--- src/prts_pkg.sv ---
package prts_pkg;
   localparam logic [5:0] TABLE_ADDR      = 6'h3e;
   localparam int         HDR_RW_POS      = 7;
   localparam int         HDR_BURST_POS   = 6;
   localparam int         STAT_RDY_POS    = 7;
   localparam logic [3:0] FIFO_COUNT_MAX  = 4'hf;
   localparam logic [7:0] TABLE_RESET     = 8'h00;
   localparam logic [7:0] STATUS_RESET    = 8'h80;
   localparam int         CLK_DIV_HALF    = 8;
   localparam logic [4:0] CMD_RD_OFF      = 5'h00;
   localparam logic [4:0] CMD_WR_OFF      = 5'h01;
   localparam logic [4:0] CMD_HDR_OFF     = 5'h02;
   localparam logic [4:0] CMD_GO_OFF      = 5'h03;
   localparam logic [4:0] CMD_STAT_OFF    = 5'h04;
   localparam logic [4:0] CMD_LEN_OFF     = 5'h05;
   localparam logic [4:0] CMD_DATA_OFF    = 5'h08;

   typedef enum logic [2:0] {
      PRTS_ST_IDLE      = 3'b000,
      PRTS_ST_RX        = 3'b001,
      PRTS_ST_TX        = 3'b010,
      PRTS_ST_FTX_READY = 3'b011,
      PRTS_ST_CAL       = 3'b100,
      PRTS_ST_SETTLE    = 3'b101,
      PRTS_ST_RX_OVF    = 3'b110,
      PRTS_ST_TX_UNF    = 3'b111
   } prts_radio_state_t;
endpackage

--- src/prts_link_if.sv ---
`timescale 1ns/100ps
`default_nettype none
interface prts_link_if;
   logic sclk;
   logic si;
   logic so;
   logic chip_select_n;

   modport dev  (input sclk, input si, input chip_select_n, output so);
   modport host (output sclk, output si, output chip_select_n, input so);
endinterface
`default_nettype wire

--- src/prts_device.sv ---
// Notes on behaviour
// - Header address 0x3e selects the table
// - Up to eight data bytes follow header
// - Eight entries, chosen by 3-bit selector
// - Index advances after each table byte
// - Chip select high resets index
// - Index wraps seven to zero
// - Header bit 7 chooses read or write
// - Burst bit allows many bytes per frame
// - Host raises select before reading back
// - Sleep keeps only entry zero
// - Status bit 7 high until ready
// - Host transfers only when ready
// - Status bits 6:4 show main state
// - Idle may replace settle or calibrate
// - Receive overflow shows code 110
// - Transmit underflow shows code 111
// - Low nibble: rx available or tx free
// - Count saturates at fifteen
// - Status shifts out during header
// - Bytes shift most significant first
// - Header holds rw, burst, 6-bit address
//
// Local design decision: the strobed register port.
`timescale 1ns/100ps
`default_nettype none
module prts_device (
   // Clock and reset
   input  wire logic       ref_clk_i,
   input  wire logic       rst_b_i,
   // Link
   prts_link_if.dev        link,
   // Chip state
   input  wire logic       ready_i,
   input  wire logic [2:0] radio_state_i,
   input  wire logic [6:0] rx_avail_i,
   input  wire logic [6:0] tx_free_i,
   input  wire logic       sleep_enter_i,
   input  wire logic [2:0] power_level_selector_i,
   // Table output and serial output enable
   output logic      [7:0] pa_setting_o,
   output logic            so_oe_o
);
   logic [2:0] sclk_s_q;
   logic [1:0] cs_s_q;
   logic [1:0] si_s_q;
   logic [7:0] tbl_q [8];
   logic [2:0] idx_q;
   logic [2:0] bit_q;
   logic [7:0] sh_in_q;
   logic [7:0] sh_out_q;
   logic       hdr_done_q;
   logic       tbl_sel_q;
   logic       rd_q;
   logic       burst_q;
   logic       dead_q;
   logic       so_q;
   logic [7:0] pa_q;

   // Link edges and byte decode
   wire        sclk_rise = sclk_s_q[1] & ~sclk_s_q[2];
   wire        sclk_fall = ~sclk_s_q[1] & sclk_s_q[2];
   wire        cs_low    = ~cs_s_q[1];
   wire [7:0]  byte_in   = {sh_in_q[6:0], si_s_q[1]};
   wire        byte_end  = sclk_rise & (bit_q == 3'd7);
   wire        hdr_end   = byte_end & ~hdr_done_q;
   wire        tbl_step  = byte_end & hdr_done_q & tbl_sel_q & ~dead_q;
   wire        tbl_wr    = tbl_step & ~rd_q;
   wire        pre_hdr   = cs_low & ~hdr_done_q & (bit_q == 3'd0);
   wire        shift_so  = sclk_fall & (bit_q != 3'd0);
   wire        load_so   = sclk_fall & (bit_q == 3'd0) & hdr_done_q;
   wire        hdr_rd    = byte_in[prts_pkg::HDR_RW_POS];
   wire        hdr_burst = byte_in[prts_pkg::HDR_BURST_POS];
   wire        hdr_tbl   = (byte_in[5:0] == prts_pkg::TABLE_ADDR);
   wire [2:0]  idx_next  = idx_q + 3'd1;

   // Saturating count and status composition
   function automatic logic [3:0] sat4(input logic [6:0] v);
      sat4 = (v > 7'(prts_pkg::FIFO_COUNT_MAX)) ? prts_pkg::FIFO_COUNT_MAX : v[3:0];
   endfunction

   function automatic logic [7:0] status_byte(input logic       rdy,
                                              input logic [2:0] st,
                                              input logic [6:0] cnt);
      status_byte = {~rdy, st, sat4(cnt)};
   endfunction

   // Header status always carries the rx count; write bytes carry the tx count
   wire [7:0]  status_rd = status_byte(ready_i, radio_state_i, rx_avail_i);
   wire [7:0]  status_wr = status_byte(ready_i, radio_state_i, tx_free_i);
   wire [7:0]  hdr_out   = hdr_rd ? tbl_q[idx_q] : status_wr;
   wire [7:0]  next_out  = rd_q ? tbl_q[idx_next] : status_wr;

   // Pin and output drive
   assign link.so      = so_q;
   assign so_oe_o      = cs_low;
   assign pa_setting_o = pa_q;

   // Two-flop synchronisers for the link pins
   always_ff @(posedge ref_clk_i or negedge rst_b_i) begin
      if (!rst_b_i) begin
         sclk_s_q <= 3'h0;
         cs_s_q   <= 2'h3;
         si_s_q   <= 2'h0;
      end else begin
         sclk_s_q <= {sclk_s_q[1:0], link.sclk};
         cs_s_q   <= {cs_s_q[0], link.chip_select_n};
         si_s_q   <= {si_s_q[0], link.si};
      end
   end

   // Active power setting
   always_ff @(posedge ref_clk_i or negedge rst_b_i) begin
      if (!rst_b_i) begin
         pa_q <= prts_pkg::TABLE_RESET;
      end else begin
         pa_q <= tbl_q[power_level_selector_i];
      end
   end

   // Table entries; a write in progress wins over a sleep clear
   genvar g;
   generate
      for (g = 0; g < 8; g++) begin : g_entry
         always_ff @(posedge ref_clk_i or negedge rst_b_i) begin
            if (!rst_b_i) begin
               tbl_q[g] <= prts_pkg::TABLE_RESET;
            end else if (tbl_wr && idx_q == 3'(g)) begin
               tbl_q[g] <= byte_in;
            end else if (sleep_enter_i && g != 0) begin
               tbl_q[g] <= prts_pkg::TABLE_RESET;
            end
         end
      end
   endgenerate

   // Bit counter and input shifter
   always_ff @(posedge ref_clk_i or negedge rst_b_i) begin
      if (!rst_b_i) begin
         bit_q   <= 3'h0;
         sh_in_q <= 8'h00;
      end else if (!cs_low) begin
         bit_q   <= 3'h0;
      end else if (sclk_rise) begin
         sh_in_q <= byte_in;
         bit_q   <= bit_q + 3'd1;
      end
   end

   // Header capture
   always_ff @(posedge ref_clk_i or negedge rst_b_i) begin
      if (!rst_b_i) begin
         hdr_done_q <= 1'b0;
         tbl_sel_q  <= 1'b0;
         rd_q       <= 1'b0;
         burst_q    <= 1'b0;
      end else if (!cs_low) begin
         hdr_done_q <= 1'b0;
         tbl_sel_q  <= 1'b0;
      end else if (hdr_end) begin
         hdr_done_q <= 1'b1;
         rd_q       <= hdr_rd;
         burst_q    <= hdr_burst;
         tbl_sel_q  <= hdr_tbl;
      end
   end

   // Table index
   always_ff @(posedge ref_clk_i or negedge rst_b_i) begin
      if (!rst_b_i) begin
         idx_q  <= 3'h0;
         dead_q <= 1'b0;
      end else if (!cs_low) begin
         idx_q  <= 3'h0;
         dead_q <= 1'b0;
      end else if (tbl_step) begin
         idx_q  <= idx_next;
         dead_q <= ~burst_q;
      end
   end

   // Output shifter, status reloaded until the header starts
   always_ff @(posedge ref_clk_i or negedge rst_b_i) begin
      if (!rst_b_i) begin
         sh_out_q <= prts_pkg::STATUS_RESET;
      end else if (!cs_low || pre_hdr) begin
         sh_out_q <= status_rd;
      end else if (hdr_end) begin
         sh_out_q <= hdr_out;
      end else if (tbl_step) begin
         sh_out_q <= next_out;
      end else if (byte_end) begin
         sh_out_q <= status_wr;
      end else if (shift_so) begin
         sh_out_q <= {sh_out_q[6:0], 1'b0};
      end
   end

   // Serial output bit; ready level follows the supply until the first clock
   always_ff @(posedge ref_clk_i or negedge rst_b_i) begin
      if (!rst_b_i) begin
         so_q <= 1'b1;
      end else if (!cs_low || pre_hdr) begin
         so_q <= ~ready_i;
      end else if (shift_so) begin
         so_q <= sh_out_q[6];
      end else if (load_so) begin
         so_q <= sh_out_q[7];
      end
   end
endmodule
`default_nettype wire

--- src/flat_wrapper.sv ---
// flat-port wrapper written by rule: the top's interface ports become plain ports
module prts_device_flat 
  (ref_clk_i, rst_b_i, ready_i, radio_state_i, rx_avail_i, tx_free_i, sleep_enter_i, power_level_selector_i, pa_setting_o, so_oe_o, link_sclk, link_si, link_chip_select_n, link_so);
  prts_link_if link_i ();
  input  wire logic ref_clk_i;
  input  wire logic rst_b_i;
  input  wire logic ready_i;
  input  wire logic [2:0] radio_state_i;
  input  wire logic [6:0] rx_avail_i;
  input  wire logic [6:0] tx_free_i;
  input  wire logic sleep_enter_i;
  input  wire logic [2:0] power_level_selector_i;
  output logic      [7:0] pa_setting_o;
  output logic so_oe_o;
  input wire logic [$bits(link_i.sclk)-1:0] link_sclk;
  input wire logic [$bits(link_i.si)-1:0] link_si;
  input wire logic [$bits(link_i.chip_select_n)-1:0] link_chip_select_n;
  output wire logic [$bits(link_i.so)-1:0] link_so;
  assign link_i.sclk = link_sclk;
  assign link_i.si = link_si;
  assign link_i.chip_select_n = link_chip_select_n;
  assign link_so = link_i.so;
  prts_device u_core (.ref_clk_i(ref_clk_i), .rst_b_i(rst_b_i), .link(link_i), .ready_i(ready_i), .radio_state_i(radio_state_i), .rx_avail_i(rx_avail_i), .tx_free_i(tx_free_i), .sleep_enter_i(sleep_enter_i), .power_level_selector_i(power_level_selector_i), .pa_setting_o(pa_setting_o), .so_oe_o(so_oe_o));
endmodule
--- config.mk ---
export PLATFORM = sky130hd
export DESIGN_NAME = prts_device_flat
export DESIGN_NICKNAME = d
export VERILOG_FILES = /design/src/prts_pkg.sv /design/src/prts_link_if.sv /design/src/prts_device.sv /design/src/flat_wrapper.sv
export SDC_FILE = /design/constraint.sdc
export NUM_CORES = 1
export LEC_CHECK = 0
export BUFFER_PORTS_ARGS = -buffer_cell sky130_fd_sc_hd__buf_4
export CAP_MARGIN = 20
export CORE_MARGIN = 2
export CORE_UTILIZATION = 23
export CTS_CLUSTER_DIAMETER = 60
export DETAILED_ROUTE_END_ITERATION = 8
export PLACE_DENSITY = 0.34
export SYNTH_ARGS = -nofsm -noshare
export SYNTH_HDL_FRONTEND = slang
export SYNTH_SLANG_ARGS = --single-unit
export TNS_END_PERCENT = 10
--- constraint.sdc ---
create_clock -name ref_clk_i -period 3.67 [get_ports ref_clk_i]
set_clock_uncertainty 0.2 [all_clocks]
set_input_delay 0 -clock ref_clk_i [delete_from_list [all_inputs] [get_ports ref_clk_i]]
set_output_delay 0 -clock ref_clk_i [all_outputs]
set_load 0.02 [all_outputs]
=== After elaboration in Yosys (flattened, before gate mapping) ===
Cells that the tools add are included.

* Add/subtract/negate cells: 2
* Multiplexer cells: 39
* Bitwise gates (word level): 24
* Reductions and logical operators: 26
* Magnitude comparators: 5
* Equality and inequality tests: 9

{| class="wikitable"
|+ Operators by type and width
! operator !! count
|-
| 2-to-1 mux 8 bit || 21
|-
| binary-select mux 8 bit (select 3 bit) || 3
|-
| nonzero test 2 bit || 10
|-
| == test 3 bit (second input constant) || 5
|-
| greater-than comparator 7 x 4 -> 1 bit (second input constant) || 2
|-
| AND 1 bit || 13
|-
| >= comparator 4 bit (second input constant) || 3
|-
| 2-to-1 mux 3 bit || 4
|-
| NOT 3 -> 4 bit || 3
|-
| 2-to-1 mux 1 bit || 9
|-
| logical AND 1 bit || 8
|-
| 2-to-1 mux 4 bit || 2
|-
| NOT 1 bit || 8
|-
| adder 3 x 1 -> 3 bit (second input constant) || 2
|-
| == test 3 x 2 -> 1 bit (second input constant) || 2
|-
| == test 6 bit (second input constant) || 1
|-
| logical NOT 3 bit || 2
|-
| nonzero test 3 bit || 2
|-
| nonzero test 5 bit || 1
|-
| AND reduction 2 bit || 2
|-
| == test 3 x 1 -> 1 bit (second input constant) || 1
|-
| logical OR 1 bit || 1
|}

* Word-level logic and storage cells: 127
* Output and inout bits: 10
* Register bits: 106

=== Longest topological paths before layout ===
* Word-level depth: 9
* Gate-level depth with buffers: 11
* Depth with buffers taken out: 7

=== Least setup slack after synthesis ===
No wires, ideal clock.

* Path type: register -> register
* Start: register u_core.idx_q[0]
* End: register u_core.sh_out_q[1]
* Arrival time: 2,292 ps
* Cell stages (with the launch flop): 12
* Period minus slack after synthesis: 2,622 ps
* Path slack: 1,048 ps
* Buffers on the path: 4
* Cells stage by stage: dfrtp_1 -> buf_6 -> clkbuf_8 -> buf_2 -> inv_1 -> ha_1 -> clkbuf_8 -> mux4_2 -> nor2_1 -> a31oi_1 -> a41oi_1 -> o21ai_0

* Cells in the longest elaborated chain, start to end: 9
* Elaborated cells between the ends (all ways): 14
* Classes of those cells: add/sub (1); mux (11); bitwise (2)

{| class="wikitable"
|+ Ends and longest elaborated chain
! element !! RTL line !! source
|-
| start, declared || prts_device.sv:48 || <nowiki>logic [2:0] idx_q;</nowiki>
|-
| start signal, assigned || prts_device.sv:177 || <nowiki>idx_q <= idx_next;</nowiki>
|-
| adder 3 x 1 -> 3 bit || prts_device.sv:75 || <nowiki>wire [2:0] idx_next = idx_q + 3'd1;</nowiki>
|-
| NOT 3 -> 4 bit (implied by the code) || prts_device.sv:92 || <nowiki>wire [7:0] next_out = rd_q ? tbl_q[idx_next] : status_wr;</nowiki>
|-
| binary-select mux 8 bit (select 3 bit) || prts_device.sv:92 ||
|-
| 2-to-1 mux 8 bit (implied by the code) (2 in a row) || prts_device.sv:92 ||
|-
| 2-to-1 mux 8 bit || prts_device.sv:92 ||
|-
| 2-to-1 mux 8 bit || prts_device.sv:190 || <nowiki>end else if (tbl_step) begin</nowiki>
|-
| 2-to-1 mux 8 bit * || prts_device.sv:188 || <nowiki>end else if (hdr_end) begin</nowiki>
|-
| 2-to-1 mux 8 bit * || prts_device.sv:186 || <nowiki>end else if (!cs_low || pre_hdr) begin</nowiki>
|-
| end signal, assigned || prts_device.sv:187 || <nowiki>sh_out_q <= status_rd;</nowiki>
|-
| end signal, assigned || prts_device.sv:189 || <nowiki>sh_out_q <= hdr_out;</nowiki>
|-
| end signal, assigned || prts_device.sv:191 || <nowiki>sh_out_q <= next_out;</nowiki>
|-
| end, declared || prts_device.sv:51 || <nowiki>logic [7:0] sh_out_q;</nowiki>
|}

Mark *: on every way between the ends. The rest lies on a longest branch, timed or not. The select of a mux whose other input is x is not followed.
A chain may end at the register's enable or synchronous reset.

=== Final worst setup path ===
* Start: register u_core.idx_q[2]
* End: register u_core.sh_out_q[0]

The elaborated chain is that of the path after synthesis.

==> PnR_summary.wiki <==
{| class="wikitable"
! Metric !! Value
|-
| Result of the run || completed
|-
| Synthesized area || 0.00623 mm^2
|-
| Net count after synthesis || 613
|-
| Net Sw Power || 658 uW
|-
| Synth top area cells || dfrtp_1 (41%), mux4_2 (8.3%), o21ai_0 (6.6%), mux2i_1 (6.3%), nand3b_1 (4.9%)
|-
| Clk slew on worst S/H paths || roughly 0.07 ns
|-
| Number of I/O pins || 37
|-
| Min Clock Period, post-route || roughly 3.3 ns
|-
| Most frequent cells in the layout || dfrtp_1 (102), o21ai_0 (82), buf_4 (50), nand2_1 (48), nand3b_1 (41)
|-
| CTS tree || built
|-
| DP Wirelength || between 10000 and 15000 um
|-
| Arr. time, crit path || roughly 3.3 ns
|-
| Root buffer selected by CTS || clkbuf_16
|-
| Average size of a mapped cell || roughly 11 um^2
|-
| Weighted congestion at the end of routability-driven global placement || around 0.76
|-
| Maximum buffer depth of the clock tree || 2
|-
| Vias per cell || approximately 5.0
|-
| Slowest stage cell on the critical path || dfrtp_1
|-
| Synthesized instance count || between 500 and 600
|-
| Critical path capture point type || flop
|-
| Number of antenna violations at the first check in global routing || 0
|-
| GRT overflow || 0
|-
| # diodes || 0
|-
| Number of buffer and inverter stages on the critical path || 3
|-
| Cell count after placement || 927
|-
| Fraction of power spent switching nets || roughly 27%
|-
| Largest net degree at the start of global routing || 61
|-
| # hold bufs at CTS || 18
|-
| Fmax || between 0.3 and 0.4 GHz
|-
| Async set-reset flop share out of synthesis || 100%
|-
| Synth unique cells || approximately 60
|-
| Worst-path maximum fanout || 14
|-
| Overall routed net length || 20800 um
|-
| Biggest cell delay along the critical path || about 0.7 ns
|-
| Total of fill cells in the finished design || 2805
|-
| Power share of the clock group || 38.8%
|-
| Startpoint class of the critical path || flop
|-
| Starting density of the core || 23.3%
|-
| Placed standard-cell area || 0.00677 mm^2
|-
| Deepest level of the CTS H-tree || 3
|-
| Dominant cell type by area after synthesis || dfrtp_1
|-
| Final hold viol count || 0
|-
| Overall die width || about 170 um
|-
| Average detailed-routed wire length per instance || around 22 um
|-
| Data required time at the worst endpoint || 3.71 ns
|-
| Power density of the placed cells || about 340 mW/mm^2
|-
| Via count of the first global-routing pass || 4899
|-
| Post-CTS sizing || 0
|-
| Floorplan die area || between 0.02 and 0.03 mm^2
|-
| IR Drop Worst-Case VDD || 0.000211 V
|-
| Buffer count from post-CTS setup fixing || 0
|-
| Setup TNS || 0 ns
|-
| Share of synthesized area occupied by flip-flops and latches || a little over two fifths
|-
| Combinational cell fraction of total power || under 10%
|-
| Residual DRC || 0
|-
| Number of clock sinks seen by CTS || between 100 and 150
|-
| Share of final-layout standard cells stronger than drive strength 1 || between 15 and 20%
|-
| Number of synthesized register bits || about 110
|-
| Final worst-path cycle share || around nine tenths
|-
| Yosys top cell area share || about two fifths
|-
| Total number of vias || roughly 4.8k
|-
| RSZ-0062 raised after global routing || no
|-
| Number of non-filler instances in the completed layout || approximately 960
|-
| Worst-margin pin slew || 0.876 ns
|-
| Worst slack at placement || just under 0.7 ns
|-
| Count of flip-flops with a built-in enable after synthesis || 0
|-
| MaxCap Viol Count || 0
|-
| Cell family with the largest share of critical-path delay || buffers and inverters
|-
| Hold Crit Class || input pin to flop
|-
| GRT Overall Usage || between 10% and 20%
|-
| Placement Rows || 60
|-
| Final setup violation count || 0
|-
| Height of the die || 169 um
|-
| Sequential group share of total power || about 52%
|-
| Number of antenna-violating nets in the routed design || 0
|-
| Final setup margin || about 0.38 ns
|-
| Floorplan core area || ~0.027 mm^2
|-
| Number of buffer cells added on primary ports || 36
|-
| Wire length of the first global-routing pass || about 32000 um
|-
| Relative slew slack || between 40% and 50%
|-
| Leading cell type in the layout, fill and taps excluded || dfrtp_1
|-
| Count of yosys warnings during synthesis || 0
|-
| Net total in the final layout || 651
|-
| Cell area after layout || slightly above 0.007 mm^2
|-
| Leakage Power || around 2.8 nW
|-
| Number of buffers added by the clock tree synthesis step || 9
|-
| Type of the worst setup path || flop to flop
|-
| Area growth from synthesis to final layout || 15.8%
|-
| Initial drt markers || around 360
|-
| Fin util || 26.9%
|-
| Slew Viols, Final || 0
|-
| Sequence of cells on the critical path || inv_1, ha_1, buf_4, mux4_1, mux2i_1, nor3_1, a31oi_1, o21ai_0, dlygate4sd3_1
|-
| Number of iterations in the first detailed-routing pass || 5
|-
| Top FF cell, synth || dfrtp_1
|-
| Int Power || approximately 1.8 mW
|-
| Clock insertion delay at the later pin of the skew report || approximately 0.36 ns
|}
-- sequential cells by signal, indices dropped and copies added (netlist names), 2 cells and up --
name,cells
u_core.tbl_q,64
u_core.si_s_q,2
u_core.pa_setting_o,8
u_core.cs_s_q,2
u_core.idx_q,3
u_core.sh_out_q,8
u_core.sclk_s_q,3
u_core.bit_q,3
u_core.sh_in_q,7
-- cell usage after synthesis (all sizes together) (4+ instances only) --
master / count
dfrtp: 102
o21ai: 82
nand2: 48
nand3b: 41
mux2i: 39
mux4: 31
clkbuf: 27
nand2b: 25
nor2: 23
a21oi: 17
inv: 16
buf: 14
mux2: 10
ha: 9
a22oi: 7
nor3: 7
nand3: 6
nor2b: 6
nor4: 6
a2111oi: 5
o21a: 5
o22ai: 5
a221oi: 4
a22o: 4
dfstp: 4
-- through the flow --
stage / hold WS, ns / total power [mW]
2_1_floorplan: -0.496 / 1.37
3_3_place_gp: -0.0899 / 1.50
3_5_place_dp: -0.0896 / 1.50
4_1_cts: 0.0145 / 2.47
5_1_grt: 0.0811 / 2.53
6_report: 0.0353 / 2.42
-- layout make-up --
cell class | count | area [um^2] | share of cell area (%)
flip-flops and latches | 106 | 2660 | 36.8
clock buffers | 10 | 239 | 3.31
well taps | 341 | 427 | 5.91
clock inverters | 4 | 28.8 | 0.399
repair buffers | 68 | 556 | 7.69
inverters | 17 | 63.8 | 0.884
multi-input cells | 413 | 3250 | 45.0
-- worst register-to-register path, cell delays in order (launching register included) --
cell           delay [ns]
dfrtp_1              0.70
inv_1                0.24
ha_1                 0.36
buf_4                0.20
mux4_1               0.32
mux2i_1              0.32
nor3_1               0.08
a31oi_1              0.14
o21ai_0              0.08
dlygate4sd3_1        0.56
-- routing by layer --
| metal | part of all wire, % | GRT usage, % |
|---|---|---|
| met1 | 48 | 21.1 |
| met2 | 47 | 24.7 |
| met3 | 3.3 | 2.50 |
| met4 | 1.3 | 3.45 |
| met5 | 0 | 0 |
-- kinds of logic (layout without fill, tap and decap cells) --
group	after synthesis	count (layout)	share of synthesized area [%]
buffers and inverters	58	99	5.26
multiplexers	80	80	19.8
flip-flops	106	106	42.6
XOR/XNOR	2	2	0.281
adder cells (fa/ha/maj)	9	9	1.81
AND/OR/NAND/NOR	173	173	15.6
AO/OA/AOI/OAI	149	149	14.7
-- power by group through the flow --
stage	clock network, mW	logic [mW]	registers (mW)
global placement	0	0.219	1.28
detailed placement	0	0.217	1.28
floorplan	0	0.123	1.25
CTS	0.979	0.232	1.26
finish	0.937	0.226	1.26
global route	1.02	0.254	1.26
-- worst paths after layout --
check                           cells after the start                   startpoint                              to  slack (ns)
worst min register to register                      0   u_core.si_s_q[0]$_DFF_PN0_      u_core.si_s_q[1]$_DFF_PN0_        0.15
worst max register to register                      9  u_core.idx_q[2]$_DFFE_PN0P_  u_core.sh_out_q[0]$_DFFE_PN0P_        0.38
worst max-delay path                                9  u_core.idx_q[2]$_DFFE_PN0P_  u_core.sh_out_q[0]$_DFFE_PN0P_        0.38
max in group asynchronous                           3                      rst_b_i    u_core.tbl_q[49]$_DFFE_PN0P_        2.25
min in group asynchronous                           2                      rst_b_i     u_core.bit_q[1]$_DFFE_PN0P_        0.08
worst min-delay path                                3                sleep_enter_i    u_core.tbl_q[24]$_DFFE_PN0P_        0.04
Note: power is estimated with default switching activity, not from simulation.
